`src/hw/dcp_pkg.sv`:
```
package dcp_pkg;

    // ==========================================================
    // register map, byte addresses
    // ==========================================================
    localparam int         ADDR_W    = 8;         // bus address width
    localparam logic [7:0] CTRL_OFS  = 8'h00;     // crc_control_reg
    localparam logic [7:0] VALUE_OFS = 8'h04;     // crc_value_reg
    localparam logic [7:0] TAP_OFS   = 8'h08;     // crc_tap_mask_reg
    localparam logic [7:0] CH_BASE   = 8'h10;     // first channel pair
    localparam int         CH_SHIFT  = 3;         // 8 bytes per channel

    // ==========================================================
    // field layout of crc_control_reg
    // ==========================================================
    localparam int TYPE_BIT = 15;                 // checksum_type_select
    localparam int POLYNOMIAL_LENGTH_W   = 5;                  // polynomial_length

    // ==========================================================
    // reset values and answers
    // ==========================================================
    localparam logic [31:0] RST_WORD = 32'h0000_0000;
    localparam logic [1:0]  RESP_OK  = 2'h0;      // okay
    localparam logic [1:0]  RESP_ERR = 2'h2;      // slave error

    // ==========================================================
    // carriers from the channel engine
    // ==========================================================
    // one data item for the crc unit
    typedef struct packed {
        logic        valid;   // item present this cycle
        logic [15:0] data;    // byte in [7:0], or ip word
    } dcp_feed_t;

    // per-channel progress events
    typedef struct packed {
        logic       start;    // transfer start, clear both
        logic [2:0] src_step; // bytes read this cycle
        logic [2:0] dst_step; // bytes written this cycle
        logic       pat_mode; // pattern detect mode on
        logic       pat_hit;  // pattern detected this cycle
    } dcp_chan_evt_t;

endpackage : dcp_pkg

```
`src/hw/dcp_crc_unit.sv`:
```
// What this block does
// writing value register seeds the generator
// reading value returns live result, no effect
// lfsr mode: bits above length read zero
// ip mode: upper sixteen bits read zero
// ip mode: ones' complement write and read
// ip mode ignores the tap mask
// set tap bit feeds xor into stage
// clear tap bit shifts straight through
// source pointer sixteen bits, upper bits zero
// pattern detect clears the source pointer
// destination pointer sixteen bits, upper zero
// destination pointer counts bytes, wraps at ffff
// stages above length held at zero
// pointers advance by bytes moved
//
// The address map and register access over AXI4-Lite were decided locally.
module dcp_crc_unit #(
    parameter int NUM_CH = 4
) (
    input  wire logic                  aclk,
    input  wire logic                  aresetn,
    input  wire logic [7:0]            s_axi_awaddr,
    input  wire logic                  s_axi_awvalid,
    output wire logic                  s_axi_awready,
    input  wire logic [31:0]           s_axi_wdata,
    input  wire logic [3:0]            s_axi_wstrb,
    input  wire logic                  s_axi_wvalid,
    output wire logic                  s_axi_wready,
    output wire logic [1:0]            s_axi_bresp,
    output wire logic                  s_axi_bvalid,
    input  wire logic                  s_axi_bready,
    input  wire logic [7:0]            s_axi_araddr,
    input  wire logic                  s_axi_arvalid,
    output wire logic                  s_axi_arready,
    output wire logic [31:0]           s_axi_rdata,
    output wire logic [1:0]            s_axi_rresp,
    output wire logic                  s_axi_rvalid,
    input  wire logic                  s_axi_rready,
    input  wire dcp_pkg::dcp_feed_t    crc_feed,
    input  wire dcp_pkg::dcp_chan_evt_t [NUM_CH-1:0] chan_evt
);

    // ==========================================================
    // state
    // ==========================================================
    // whole block state in one word
    typedef struct packed {
        logic                    aw_hold;  // address held
        logic [7:0]              aw_addr;  // held address
        logic                    w_hold;   // data held
        logic [31:0]             w_data;   // held data
        logic [3:0]              w_strb;   // held strobes
        logic                    awready;
        logic                    wready;
        logic                    bvalid;
        logic [1:0]              bresp;
        logic                    arready;
        logic                    rvalid;
        logic [31:0]             rdata;
        logic [1:0]              rresp;
        logic                    ip_mode;  // checksum_type_select
        logic [4:0]              polynomial_length;     // polynomial_length
        logic [31:0]             crc;      // generator state
        logic [31:0]             tap;      // tap mask
        logic [NUM_CH-1:0][15:0] src;      // src_progress_field
        logic [NUM_CH-1:0][15:0] dst;      // dst_progress_field
    } dcp_st_t;

    dcp_st_t     st_ff;      // registered state
    dcp_st_t     nxt_st;     // next state
    logic        aw_fire;    // address handshake
    logic        w_fire;     // data handshake
    logic        ar_fire;    // read handshake
    logic        wr_go;      // write performed now
    logic [31:0] cur_mask;   // live length mask
    logic [31:0] seed_img;   // seed as it will be held
    logic [31:0] ctl_new;    // control word after a write
    logic [32:0] rd_res;     // read mux, top bit unmapped

    // ==========================================================
    // helpers
    // ==========================================================
    // mask of the stages in use
    function automatic logic [31:0] len_mask(input logic [4:0] pl);
        return 32'hFFFF_FFFF >> (5'd31 - pl);
    endfunction : len_mask

    // one byte through the lfsr, msb first
    function automatic logic [31:0] lfsr_byte(
        input logic [31:0] c,
        input logic [31:0] t,
        input logic [4:0]  pl,
        input logic [7:0]  d
    );
        logic [31:0] v;
        logic        fb;
        logic [31:0] m;
        v = c;
        m = len_mask(pl);
        for (int b = 7; b >= 0; b--) begin
            // feedback from the top stage in use
            fb = v[pl] ^ d[b];
            // tapped stages xor, others just shift
            v = ((v << 1) ^ ({32{fb}} & t)) & m;
        end
        return v;
    endfunction : lfsr_byte

    // fold a word into the complemented checksum
    function automatic logic [15:0] ip_add(
        input logic [15:0] c,
        input logic [15:0] w
    );
        logic [16:0] s;
        s = {1'b0, ~c} + {1'b0, w};
        return ~(s[15:0] + {15'h0000, s[16]});
    endfunction : ip_add

    // byte-lane merge under strobes
    function automatic logic [31:0] merge(
        input logic [31:0] o,
        input logic [31:0] d,
        input logic [3:0]  s
    );
        logic [31:0] v;
        v = o;
        for (int i = 0; i < 4; i++) begin
            if (s[i]) begin
                v[i*8 +: 8] = d[i*8 +: 8];
            end
        end
        return v;
    endfunction : merge

    // address falls on a channel pointer
    function automatic logic chan_ok(input logic [7:0] a);
        logic [7:0] r;
        r = a - dcp_pkg::CH_BASE;
        return a >= dcp_pkg::CH_BASE && a[1:0] == 2'h0
            && int'(r[7:dcp_pkg::CH_SHIFT]) < NUM_CH;
    endfunction : chan_ok

    // read mux, top bit flags unmapped
    function automatic logic [32:0] rd_word(
        input logic [7:0] a,
        input dcp_st_t    s
    );
        logic [7:0]  r;
        logic [32:0] o;
        r = a - dcp_pkg::CH_BASE;
        o = {1'b1, dcp_pkg::RST_WORD};
        if (a == dcp_pkg::CTRL_OFS) begin
            o = {17'h0_0000, s.ip_mode, 10'h000, s.polynomial_length};
        end else if (a == dcp_pkg::VALUE_OFS) begin
            // live result, reading changes nothing
            o = {1'b0, s.crc};
        end else if (a == dcp_pkg::TAP_OFS) begin
            o = {1'b0, s.tap};
        end else if (chan_ok(a)) begin
            // pointers in low half, upper half zero
            o = {17'h0_0000, r[2] ? s.dst[r[7:dcp_pkg::CH_SHIFT]]
                                  : s.src[r[7:dcp_pkg::CH_SHIFT]]};
        end
        return o;
    endfunction : rd_word

    // ==========================================================
    // handshakes
    // ==========================================================
    assign aw_fire  = s_axi_awvalid && st_ff.awready;
    assign w_fire   = s_axi_wvalid && st_ff.wready;
    assign ar_fire  = s_axi_arvalid && st_ff.arready;
    assign wr_go    = st_ff.aw_hold && st_ff.w_hold && !st_ff.bvalid;
    assign cur_mask = len_mask(st_ff.polynomial_length);

    // seed image for a plain full write
    assign seed_img = st_ff.ip_mode
                    ? {16'h0000, st_ff.w_data[15:0]}
                    : st_ff.w_data & cur_mask;

    // control word with the held data merged under strobes
    assign ctl_new = merge({16'h0000, st_ff.ip_mode, 10'h000, st_ff.polynomial_length},
                           st_ff.w_data, st_ff.w_strb);
    // read answer for the presented address
    assign rd_res  = rd_word(s_axi_araddr, st_ff);

    // ==========================================================
    // next state
    // ==========================================================
    always_comb begin
        nxt_st = st_ff;
        // catch address and data in either order
        if (aw_fire) begin
            nxt_st.aw_hold = 1'b1;
            nxt_st.aw_addr = s_axi_awaddr;
        end
        if (w_fire) begin
            nxt_st.w_hold = 1'b1;
            nxt_st.w_data = s_axi_wdata;
            nxt_st.w_strb = s_axi_wstrb;
        end
        // data item from the channel engine
        if (crc_feed.valid) begin
            if (st_ff.ip_mode) begin
                // tap mask not consulted here
                nxt_st.crc = {16'h0000, ip_add(st_ff.crc[15:0],
                                               crc_feed.data)};
            end else begin
                nxt_st.crc = lfsr_byte(st_ff.crc, st_ff.tap,
                                       st_ff.polynomial_length,
                                       crc_feed.data[7:0]);
            end
        end
        // channel pointers
        for (int c = 0; c < NUM_CH; c++) begin
            if (chan_evt[c].start) begin
                nxt_st.src[c] = 16'h0000;
                nxt_st.dst[c] = 16'h0000;
            end else begin
                if (chan_evt[c].pat_mode && chan_evt[c].pat_hit) begin
                    nxt_st.src[c] = 16'h0000;
                end else begin
                    nxt_st.src[c] = st_ff.src[c]
                                  + 16'(chan_evt[c].src_step);
                end
                // byte count, wraps past byte 65535
                nxt_st.dst[c] = st_ff.dst[c]
                              + 16'(chan_evt[c].dst_step);
            end
        end
        // perform a held write, seed wins over data
        if (wr_go) begin
            nxt_st.aw_hold = 1'b0;
            nxt_st.w_hold  = 1'b0;
            nxt_st.bvalid  = 1'b1;
            nxt_st.bresp   = dcp_pkg::RESP_OK;
            if (st_ff.aw_addr == dcp_pkg::CTRL_OFS) begin
                nxt_st.ip_mode = ctl_new[dcp_pkg::TYPE_BIT];
                nxt_st.polynomial_length    = ctl_new[dcp_pkg::POLYNOMIAL_LENGTH_W-1:0];
            end else if (st_ff.aw_addr == dcp_pkg::VALUE_OFS) begin
                // new seed, held already in result form
                nxt_st.crc = merge(st_ff.crc, st_ff.w_data,
                                   st_ff.w_strb);
            end else if (st_ff.aw_addr == dcp_pkg::TAP_OFS) begin
                nxt_st.tap = merge(st_ff.tap, st_ff.w_data,
                                   st_ff.w_strb);
            end else if (!chan_ok(st_ff.aw_addr)) begin
                // unmapped address: slave error; pointer writes dropped with okay
                nxt_st.bresp = dcp_pkg::RESP_ERR;
            end
        end else if (st_ff.bvalid && s_axi_bready) begin
            nxt_st.bvalid = 1'b0;
        end
        // hold unused stages and bits at zero
        if (nxt_st.ip_mode) begin
            nxt_st.crc[31:16] = 16'h0000;
        end else begin
            nxt_st.crc = nxt_st.crc & len_mask(nxt_st.polynomial_length);
        end
        // one write under way at a time
        nxt_st.awready = !nxt_st.aw_hold && !nxt_st.bvalid;
        nxt_st.wready  = !nxt_st.w_hold && !nxt_st.bvalid;
        // read answer
        if (ar_fire) begin
            nxt_st.rvalid = 1'b1;
            nxt_st.rdata  = rd_res[31:0];
            nxt_st.rresp  = rd_res[32]
                          ? dcp_pkg::RESP_ERR : dcp_pkg::RESP_OK;
        end else if (st_ff.rvalid && s_axi_rready) begin
            nxt_st.rvalid = 1'b0;
        end
        nxt_st.arready = !nxt_st.rvalid;
    end

    // ==========================================================
    // state register
    // ==========================================================
    always_ff @(posedge aclk) begin
        if (!aresetn) begin
            st_ff <= '0;
        end else begin
            st_ff <= nxt_st;
        end
    end

    // bus outputs straight from the state
    assign s_axi_awready = st_ff.awready;
    assign s_axi_wready  = st_ff.wready;
    assign s_axi_bresp   = st_ff.bresp;
    assign s_axi_bvalid  = st_ff.bvalid;
    assign s_axi_arready = st_ff.arready;
    assign s_axi_rdata   = st_ff.rdata;
    assign s_axi_rresp   = st_ff.rresp;
    assign s_axi_rvalid  = st_ff.rvalid;

    // per channel: pattern clear and destination count
    for (genvar g = 0; g < NUM_CH; g++) begin : g_chk

    end
endmodule : dcp_crc_unit

```
`config.mk`:
```
export PLATFORM = sky130hd
export DESIGN_NAME = dcp_crc_unit
export DESIGN_NICKNAME = d
export VERILOG_FILES = /design/src/hw/dcp_pkg.sv /design/src/hw/dcp_crc_unit.sv
export SDC_FILE = /design/constraint.sdc
export NUM_CORES = 1
export LEC_CHECK = 0
export BUFFER_PORTS_ARGS = -buffer_cell sky130_fd_sc_hd__clkbuf_2
export CAP_MARGIN = 20
export CORE_ASPECT_RATIO = 0.5
export CORE_UTILIZATION = 30
export DETAILED_ROUTE_END_ITERATION = 8
export PLACE_DENSITY = 0.44
export SLEW_MARGIN = 5
export SYNTH_ARGS = -nofsm -noshare
export SYNTH_HDL_FRONTEND = slang
export SYNTH_SLANG_ARGS = --single-unit
```
`constraint.sdc`:
```
create_clock -name aclk -period 13.6 [get_ports aclk]
set_input_delay 1.36 -clock aclk [delete_from_list [all_inputs] [get_ports aclk]]
set_output_delay 1.36 -clock aclk [all_outputs]
set_load 0.01 [all_outputs]
```
==> impl_metrics.csv, run 1 <==
group,metric,value,unit
outcome,status,"complete, but fails checks",
outcome,violations,"setup timing",
clocking,root_buffer,"clkbuf_16",
timing,tightestPinTransition,1.123,ns
routing,post_drt_wl_per_cell,28.42,um
power,power.share.switching,0.2717,
timing,hold_viol,0,
layout,seq_area,5672,um2
power,power_frac_seq,0.425,
routing,drcViolationCount,0,
layout,regMostFlops,"st_ff",
synth,yosys.area.top_type,"dfxtp_1",
routing,ant_nets,0,
clocking,clkSinkCount,283,
clocking,cts_hold_buf,0,
global_routing,grt_pass1_wl,221300,um
timing,finalMaxSlewViolations,0,
critical_path,regToRegStartpoint,"st_ff[192]$_SDFF_PN0_",
run,max-cap-violations,0,
routing,dr.pass1.iters,6,
global_routing,track_usage,0.3271,
critical_path,cp-start-kind,"flop",
layout,synthToLayoutAreaGrowth,33.71,%
routing,dr.first_iter.drc_count,4131,
routing,viasPerCell,5.849,
floorplanning,design.portCount,153,
placement,dp_hpwl,124600,um
layout,multi_input_area,21330,um2
critical_path,slowest_stage,"mux4_2",
timing,relSlewSlack,0.2488,
clocking,clk_pin_slew,0.06,ns
synth,synth_top_area_share,0.2063,
synth,synth_warnings,0,
routing,wl_met1,73650,um
floorplanning,initial_core_util,0.3028,
critical_path,cp_common_cell,"buf_4",
critical_path,arrival,14.60,ns
synth,synth-seq-cells,283,
routing,wl_met3,15850,um
power,ir_worst_vdd,0.09755,mV
synth,synth-edff-count,0,
timing,rsz0062_at_grt,"true",
clocking,clkLatencyLatePin,0.56,ns
synth,syn_avg_cell_area,7.334,um2
synth,syn_inst,3744,
critical_path,crit_fanout,8,
routing,wl_met2,64200,um
power,p_sw,0.5535,mW
timing,finClkSkew,0.02706,ns
clocking,tritoncts,"yes",
routing,vias,32511,
layout,drive_gt1_frac,0.2845,
timing,period_needed,14.12,ns
timing,final-setup-viol-count,32,
global_routing,first_global_vias,30301,
power,pwr-share-clk,0.450,
power,combPwrFrac,0.125,
layout,fin_nets,4496,
synth,yosysUniqueCellTypes,116,
floorplanning,rows,78,
worst_hold_path,hold_class,"reg2reg",
floorplanning,die_w,429.8,um
placement,numPortBuffers,150,
clocking,cts_made_buffers,35,
critical_path,crit_path_end_kind,"flop",
global_routing,antenna_found_initial,4,
power,leakagePower,13.69,nW
global_routing,overflow,0,
critical_path,worstSetupPathType,"reg2reg",
synth,synth-seq-area-share,0.2063,
routing,drt_wl_total,157900,um
placement,dp_slack,-1.602,ns
critical_path,critPathMaxStageDelay,0.56,ns
routing,top_layer,"met5",
synth,synthArstFlopShare,0,
floorplanning,die_area,92810,um2
clocking,htreeDepth,2,
synth,synth_top_cells_by_area,"dfxtp_1, nand2_1, nor2_1",
timing,setup_ws,-0.5172,ns
clocking,clock_path_buffers,3,
timing,finalCritPeriodShare,1.038,
floorplanning,core_region_area,90660,um2
timing,max_freq,70.84,MHz
critical_path,cp.required,14.08,ns
placement,place_congestion,1.033,
floorplanning,die_y,215.9,um
layout,largest_reg_flops,243,
synth,synth_area,27460,um2
layout,fin_util,0.4049,
layout,fillCellCount,9484,
global_routing,grt_max_degree,100,
power,power.internal,1.483,mW
power,power_density,55.48,nW/um2
worst_hold_path,min_from,"st_ff[275]$_SDFF_PN0_",
synth,synth-main-ff-cell,"dfxtp_1",
critical_path,cp-startpoint,"st_ff[192]$_SDFF_PN0_",
==> final cells by class <==
| cell class | instances | share of cell area |
|---|---|---|
| diodes | 3 | 0.0002045 |
| clock buffers | 47 | 0.02617 |
| clock inverters | 15 | 0.003817 |
| inverters | 109 | 0.01114 |
| multi-input cells | 3027 | 0.5809 |
| flip-flops and latches | 283 | 0.1545 |
| well taps | 1200 | 0.04090 |
| repair buffers | 874 | 0.1824 |
==> per-stage QoR <==
step	hold slack, ns	instances	cell area, um2	TNS, ns	power (mW)
floorplan	0.4220	3745	27460	0	1.023
global placement	0.4536	5416	33310	-53.27	1.115
detailed placement	0.4500	5416	33310	-47.03	1.118
CTS	0.4653	5525	35500	-12.24	2.048
global route	0.4925	5555	36710	-22.11	2.110
finish	0.4580	5558	36710	-12.11	2.037
==> logic make-up (layout without fill, tap and decap cells) <==
| logic type | after synthesis | in the layout | synth area share |
|---|---|---|---|
| other | 1 | 5 | 0.0001366 |
| xor gates and xnor gates | 272 | 273 | 0.08895 |
| and+or+nand+nor | 1676 | 1676 | 0.2915 |
| muxes | 157 | 157 | 0.08202 |
| AOI/OAI and AO/OA | 865 | 865 | 0.2337 |
| buffers and inverters | 436 | 1045 | 0.07027 |
| adders and majority gates | 54 | 54 | 0.02707 |
| DFF | 283 | 283 | 0.2063 |
==> power by group through the flow <==
stage	registers [mW]	logic [mW]	clock network [mW]
final	0.865	0.255	0.917
after CTS	0.865	0.244	0.939
after global routing	0.866	0.275	0.969
after detailed placement	0.883	0.235	0
after global placement	0.882	0.232	0
after floorplan	0.874	0.150	0
==> per-layer routing <==
layer  vias to the layer above  global-route usage
met2                      1710              0.4772
li1                      14653                   -
met3                       271             0.05838
met5                         -                   0
met4                         2             0.08155
met1                     15875              0.4885
==> cell usage in the layout (no fill, tap or decap), drive strengths merged, types with 40 or more instances in the layout <==
cell type  count
buf          721
nand2        585
nor2         388
dfxtp        283
clkbuf       200
a21oi        159
nand3        152
xor2         137
xnor2        136
nor3         114
inv          109
o21ai        106
a21boi        92
and3          87
mux2i         87
nand4         53
or3           53
a31oi         53
mux4          52
ha            45
o211ai        45
a21o          42
nand2b        40
==> path summary, 6_finish.rpt <==
path	slack, ns	end	cells past startpoint
max	-0.52	st_ff[161]$_SDFF_PN0_	66
min	0.46	s_axi_wready$_SDFF_PN0_	1
max reg2reg	-0.52	st_ff[161]$_SDFF_PN0_	66
min reg2reg	0.46	s_axi_wready$_SDFF_PN0_	1
==> cell usage after synthesis (all sizes together), types with 40 or more instances <==
cell / instances
inv: 108
nor2: 388
nand4: 53
mux4: 52
clkbuf: 202
nand2: 585
nand2b: 40
mux2i: 87
a31oi: 53
o211ai: 45
ha: 45
a21boi: 92
or3: 53
buf: 125
a21o: 42
dfxtp: 283
xnor2: 135
nor3: 114
a21oi: 159
nand3: 152
o21ai: 106
and3: 87
xor2: 137
==> timing repair <==
action | 4_1_cts | 5_1_grt
pin swaps | 60 | 91
buffers inserted | 46 | 34
endpoints found under the setup margin | 32 | 32
resized for setup | 124 | 167
cloned | 3 | 3
==> worst max-delay path: cells and delay by family, from the launching register on <==
| kind | cells | cell delay [ns] |
|---|---|---|
| xor gates and xnor gates | 5 | 1.15 |
| DFF | 1 | 0.41 |
| buffers and inverters | 21 | 3.37 |
| muxes | 5 | 1.56 |
| AOI/OAI and AO/OA | 16 | 4.13 |
| and+or+nand+nor | 19 | 3.34 |
Note: power is estimated with default switching activity, not from simulation.
==> run 2, diff against run 1 <==
--- a/config.mk
+++ b/config.mk
@@ -7,7 +7,6 @@
 export LEC_CHECK = 0
 export BUFFER_PORTS_ARGS = -buffer_cell sky130_fd_sc_hd__clkbuf_2
 export CAP_MARGIN = 20
-export CORE_ASPECT_RATIO = 0.5
 export CORE_UTILIZATION = 30
 export DETAILED_ROUTE_END_ITERATION = 8
 export PLACE_DENSITY = 0.44
==> impl_metrics.csv, run 2 (synthesized netlist as in run 1, its figures left out) <==
group,metric,value,unit
critical_path,worstSetupPathType,"reg2reg",
routing,drcViolationCount,0,
routing,viasPerCell,5.848,
floorplanning,initial_core_util,0.3041,
floorplanning,design.portCount,153,
routing,ant_nets,0,
placement,dp_hpwl,121200,um
timing,final-setup-viol-count,31,
global_routing,first_global_vias,30036,
floorplanning,core_region_area,90290,um2
routing,dr.first_iter.drc_count,3589,
global_routing,grt_pass1_wl,215700,um
power,ir_worst_vdd,0.1093,mV
floorplanning,die_y,304.5,um
global_routing,antenna_found_initial,5,
global_routing,track_usage,0.3155,
power,p_sw,0.5309,mW
routing,post_drt_wl_per_cell,27.70,um
routing,drt_wl_total,153100,um
layout,layout_common_cells,"buf_4, nand2_1, nor2_1",
outcome,violations,"setup timing",
timing,max_freq,71.69,MHz
clocking,clock_path_buffers,3,
layout,largest_reg_flops,243,
placement,dp_slack,-1.252,ns
outcome,status,"complete, but fails checks",
power,leakagePower,13.69,nW
timing,period_needed,13.95,ns
critical_path,r2r_slack,-0.35,ns
layout,synthToLayoutAreaGrowth,33.21,%
worst_hold_path,hold_class,"reg2reg",
timing,relSlewSlack,0.1601,
layout,drive_gt1_frac,0.2848,
timing,finClkSkew,0.02784,ns
power,pwr-share-clk,0.424,
global_routing,overflow,0,
placement,numPortBuffers,150,
floorplanning,die_area,92740,um2
routing,vias,32330,
critical_path,critPathMaxStageDelay,0.53,ns
critical_path,cp-start-kind,"flop",
routing,dr.pass1.iters,6,
timing,hold_viol,0,
clocking,root_buffer,"clkbuf_16",
power,power.internal,1.437,mW
layout,layout_commonest_cell,"buf_4",
power,power.share.switching,0.2698,
critical_path,crit_fanout,9,
floorplanning,rows,110,
clocking,clkSinkCount,283,
critical_path,cp.required,14.05,ns
timing,finalMaxSlewViolations,0,
power,power_frac_seq,0.438,
critical_path,arrival,14.40,ns
critical_path,crit_path_end_kind,"flop",
timing,tightestPinTransition,1.255,ns
clocking,cts_made_buffers,28,
timing,rsz0062_at_grt,"true",
layout,regMostFlops,"st_ff",
critical_path,slowest_stage,"a2111o_1",
placement,place_congestion,1.013,
power,power_density,53.80,nW/um2
critical_path,cp_common_cell,"buf_6",
layout,fin_util,0.4051,
clocking,cts_hold_buf,0,
power,total_power,1.968,mW
timing,setup_ws,-0.3489,ns
clocking,tritoncts,"yes",
run,max-cap-violations,0,
clocking,clk_pin_slew,0.07,ns
clocking,htreeDepth,1,
layout,design_area,36580,um2
timing,finalCritPeriodShare,1.026,
layout,fin_nets,4498,
global_routing,grt_max_degree,86,
power,combPwrFrac,0.137,
floorplanning,die_w,304.5,um
placement,postPlaceCellArea,33400,um2
clocking,clkLatencyLatePin,0.58,ns
==> run 2: cell types whose count changed in the layout (fill, tap and decap cells not counted), sizes merged <==
cell,delta
xnor2,+1
clkinvlp,-1
inv,-1
diode,-2
clkbuf,-9
buf,+10
bufinv,+1
clkinv,-5
==> run 2: path summary, 6_finish.rpt <==
path / start / depth (start not counted) / to
worst min register to register: s_axi_rdata[9]$_SDFFE_PN0P_ / 2 / s_axi_rdata[9]$_SDFFE_PN0P_
worst max-delay path: st_ff[192]$_SDFF_PN0_ / 65 / st_ff[169]$_SDFF_PN0_
worst max register to register: st_ff[192]$_SDFF_PN0_ / 65 / st_ff[169]$_SDFF_PN0_
worst min-delay path: s_axi_rdata[9]$_SDFFE_PN0P_ / 2 / s_axi_rdata[9]$_SDFFE_PN0P_
==> run 2: timing repair <==
| item | 4_1_cts | 5_1_grt |
|---|---|---|
| setup buffers | 43 | 35 |
| cloned | 6 | 2 |
| gates resized for setup | 142 | 138 |
| setup endpoints to repair | 32 | 32 |
| pin swaps | 79 | 97 |
==> run 2: worst max-delay path, delay by kind of cell (launching register included) <==
family / cells / cell delay [ns]
buf+inv: 20 / 2.96
compound gates: 20 / 4.99
mux: 4 / 1.43
simple gates: 16 / 2.99
flops: 1 / 0.39
xor+xnor: 5 / 1.02
==> run 2: power groups by stage <==
stage	registers [mW]	logic [mW]	clock network [mW]
floorplan	0.874	0.150	0
global placement	0.881	0.245	0
detailed placement	0.881	0.246	0
CTS	0.862	0.264	0.854
global route	0.864	0.291	0.881
finish	0.863	0.271	0.835
==> run 2: stage by stage <==
stage,instances,TNS [ns],hold slack [ns]
floorplan,3745,0,0.4220
global placement,5401,-28.39,0.4485
CTS,5497,-3.083,0.4620
finish,5528,-7.154,0.4645
detailed placement,5402,-35.40,0.4550
global route,5527,-18.11,0.4801
==> run 2: metal layers <==
metal / vias to the layer above / track usage / share of wire
met4: 6 / 0.1214 / 0.047
met2: 1667 / 0.5028 / 0.44
met1: 15688 / 0.4247 / 0.42
li1: 14639 / - / -
met5: - / 0 / 0.00028
met3: 330 / 0.05062 / 0.086
==> run 2: final cells by class <==
cell class / instances / area (um2)
diodes: 1 / 2.502
clock inverters: 9 / 128.9
clock buffers: 40 / 837.1
multi-input cells: 3028 / 21180
flip-flops and latches: 283 / 5675
inverters: 109 / 409.1
fillers: 9431 / 53710
repair buffers: 882 / 6873
well taps: 1176 / 1471
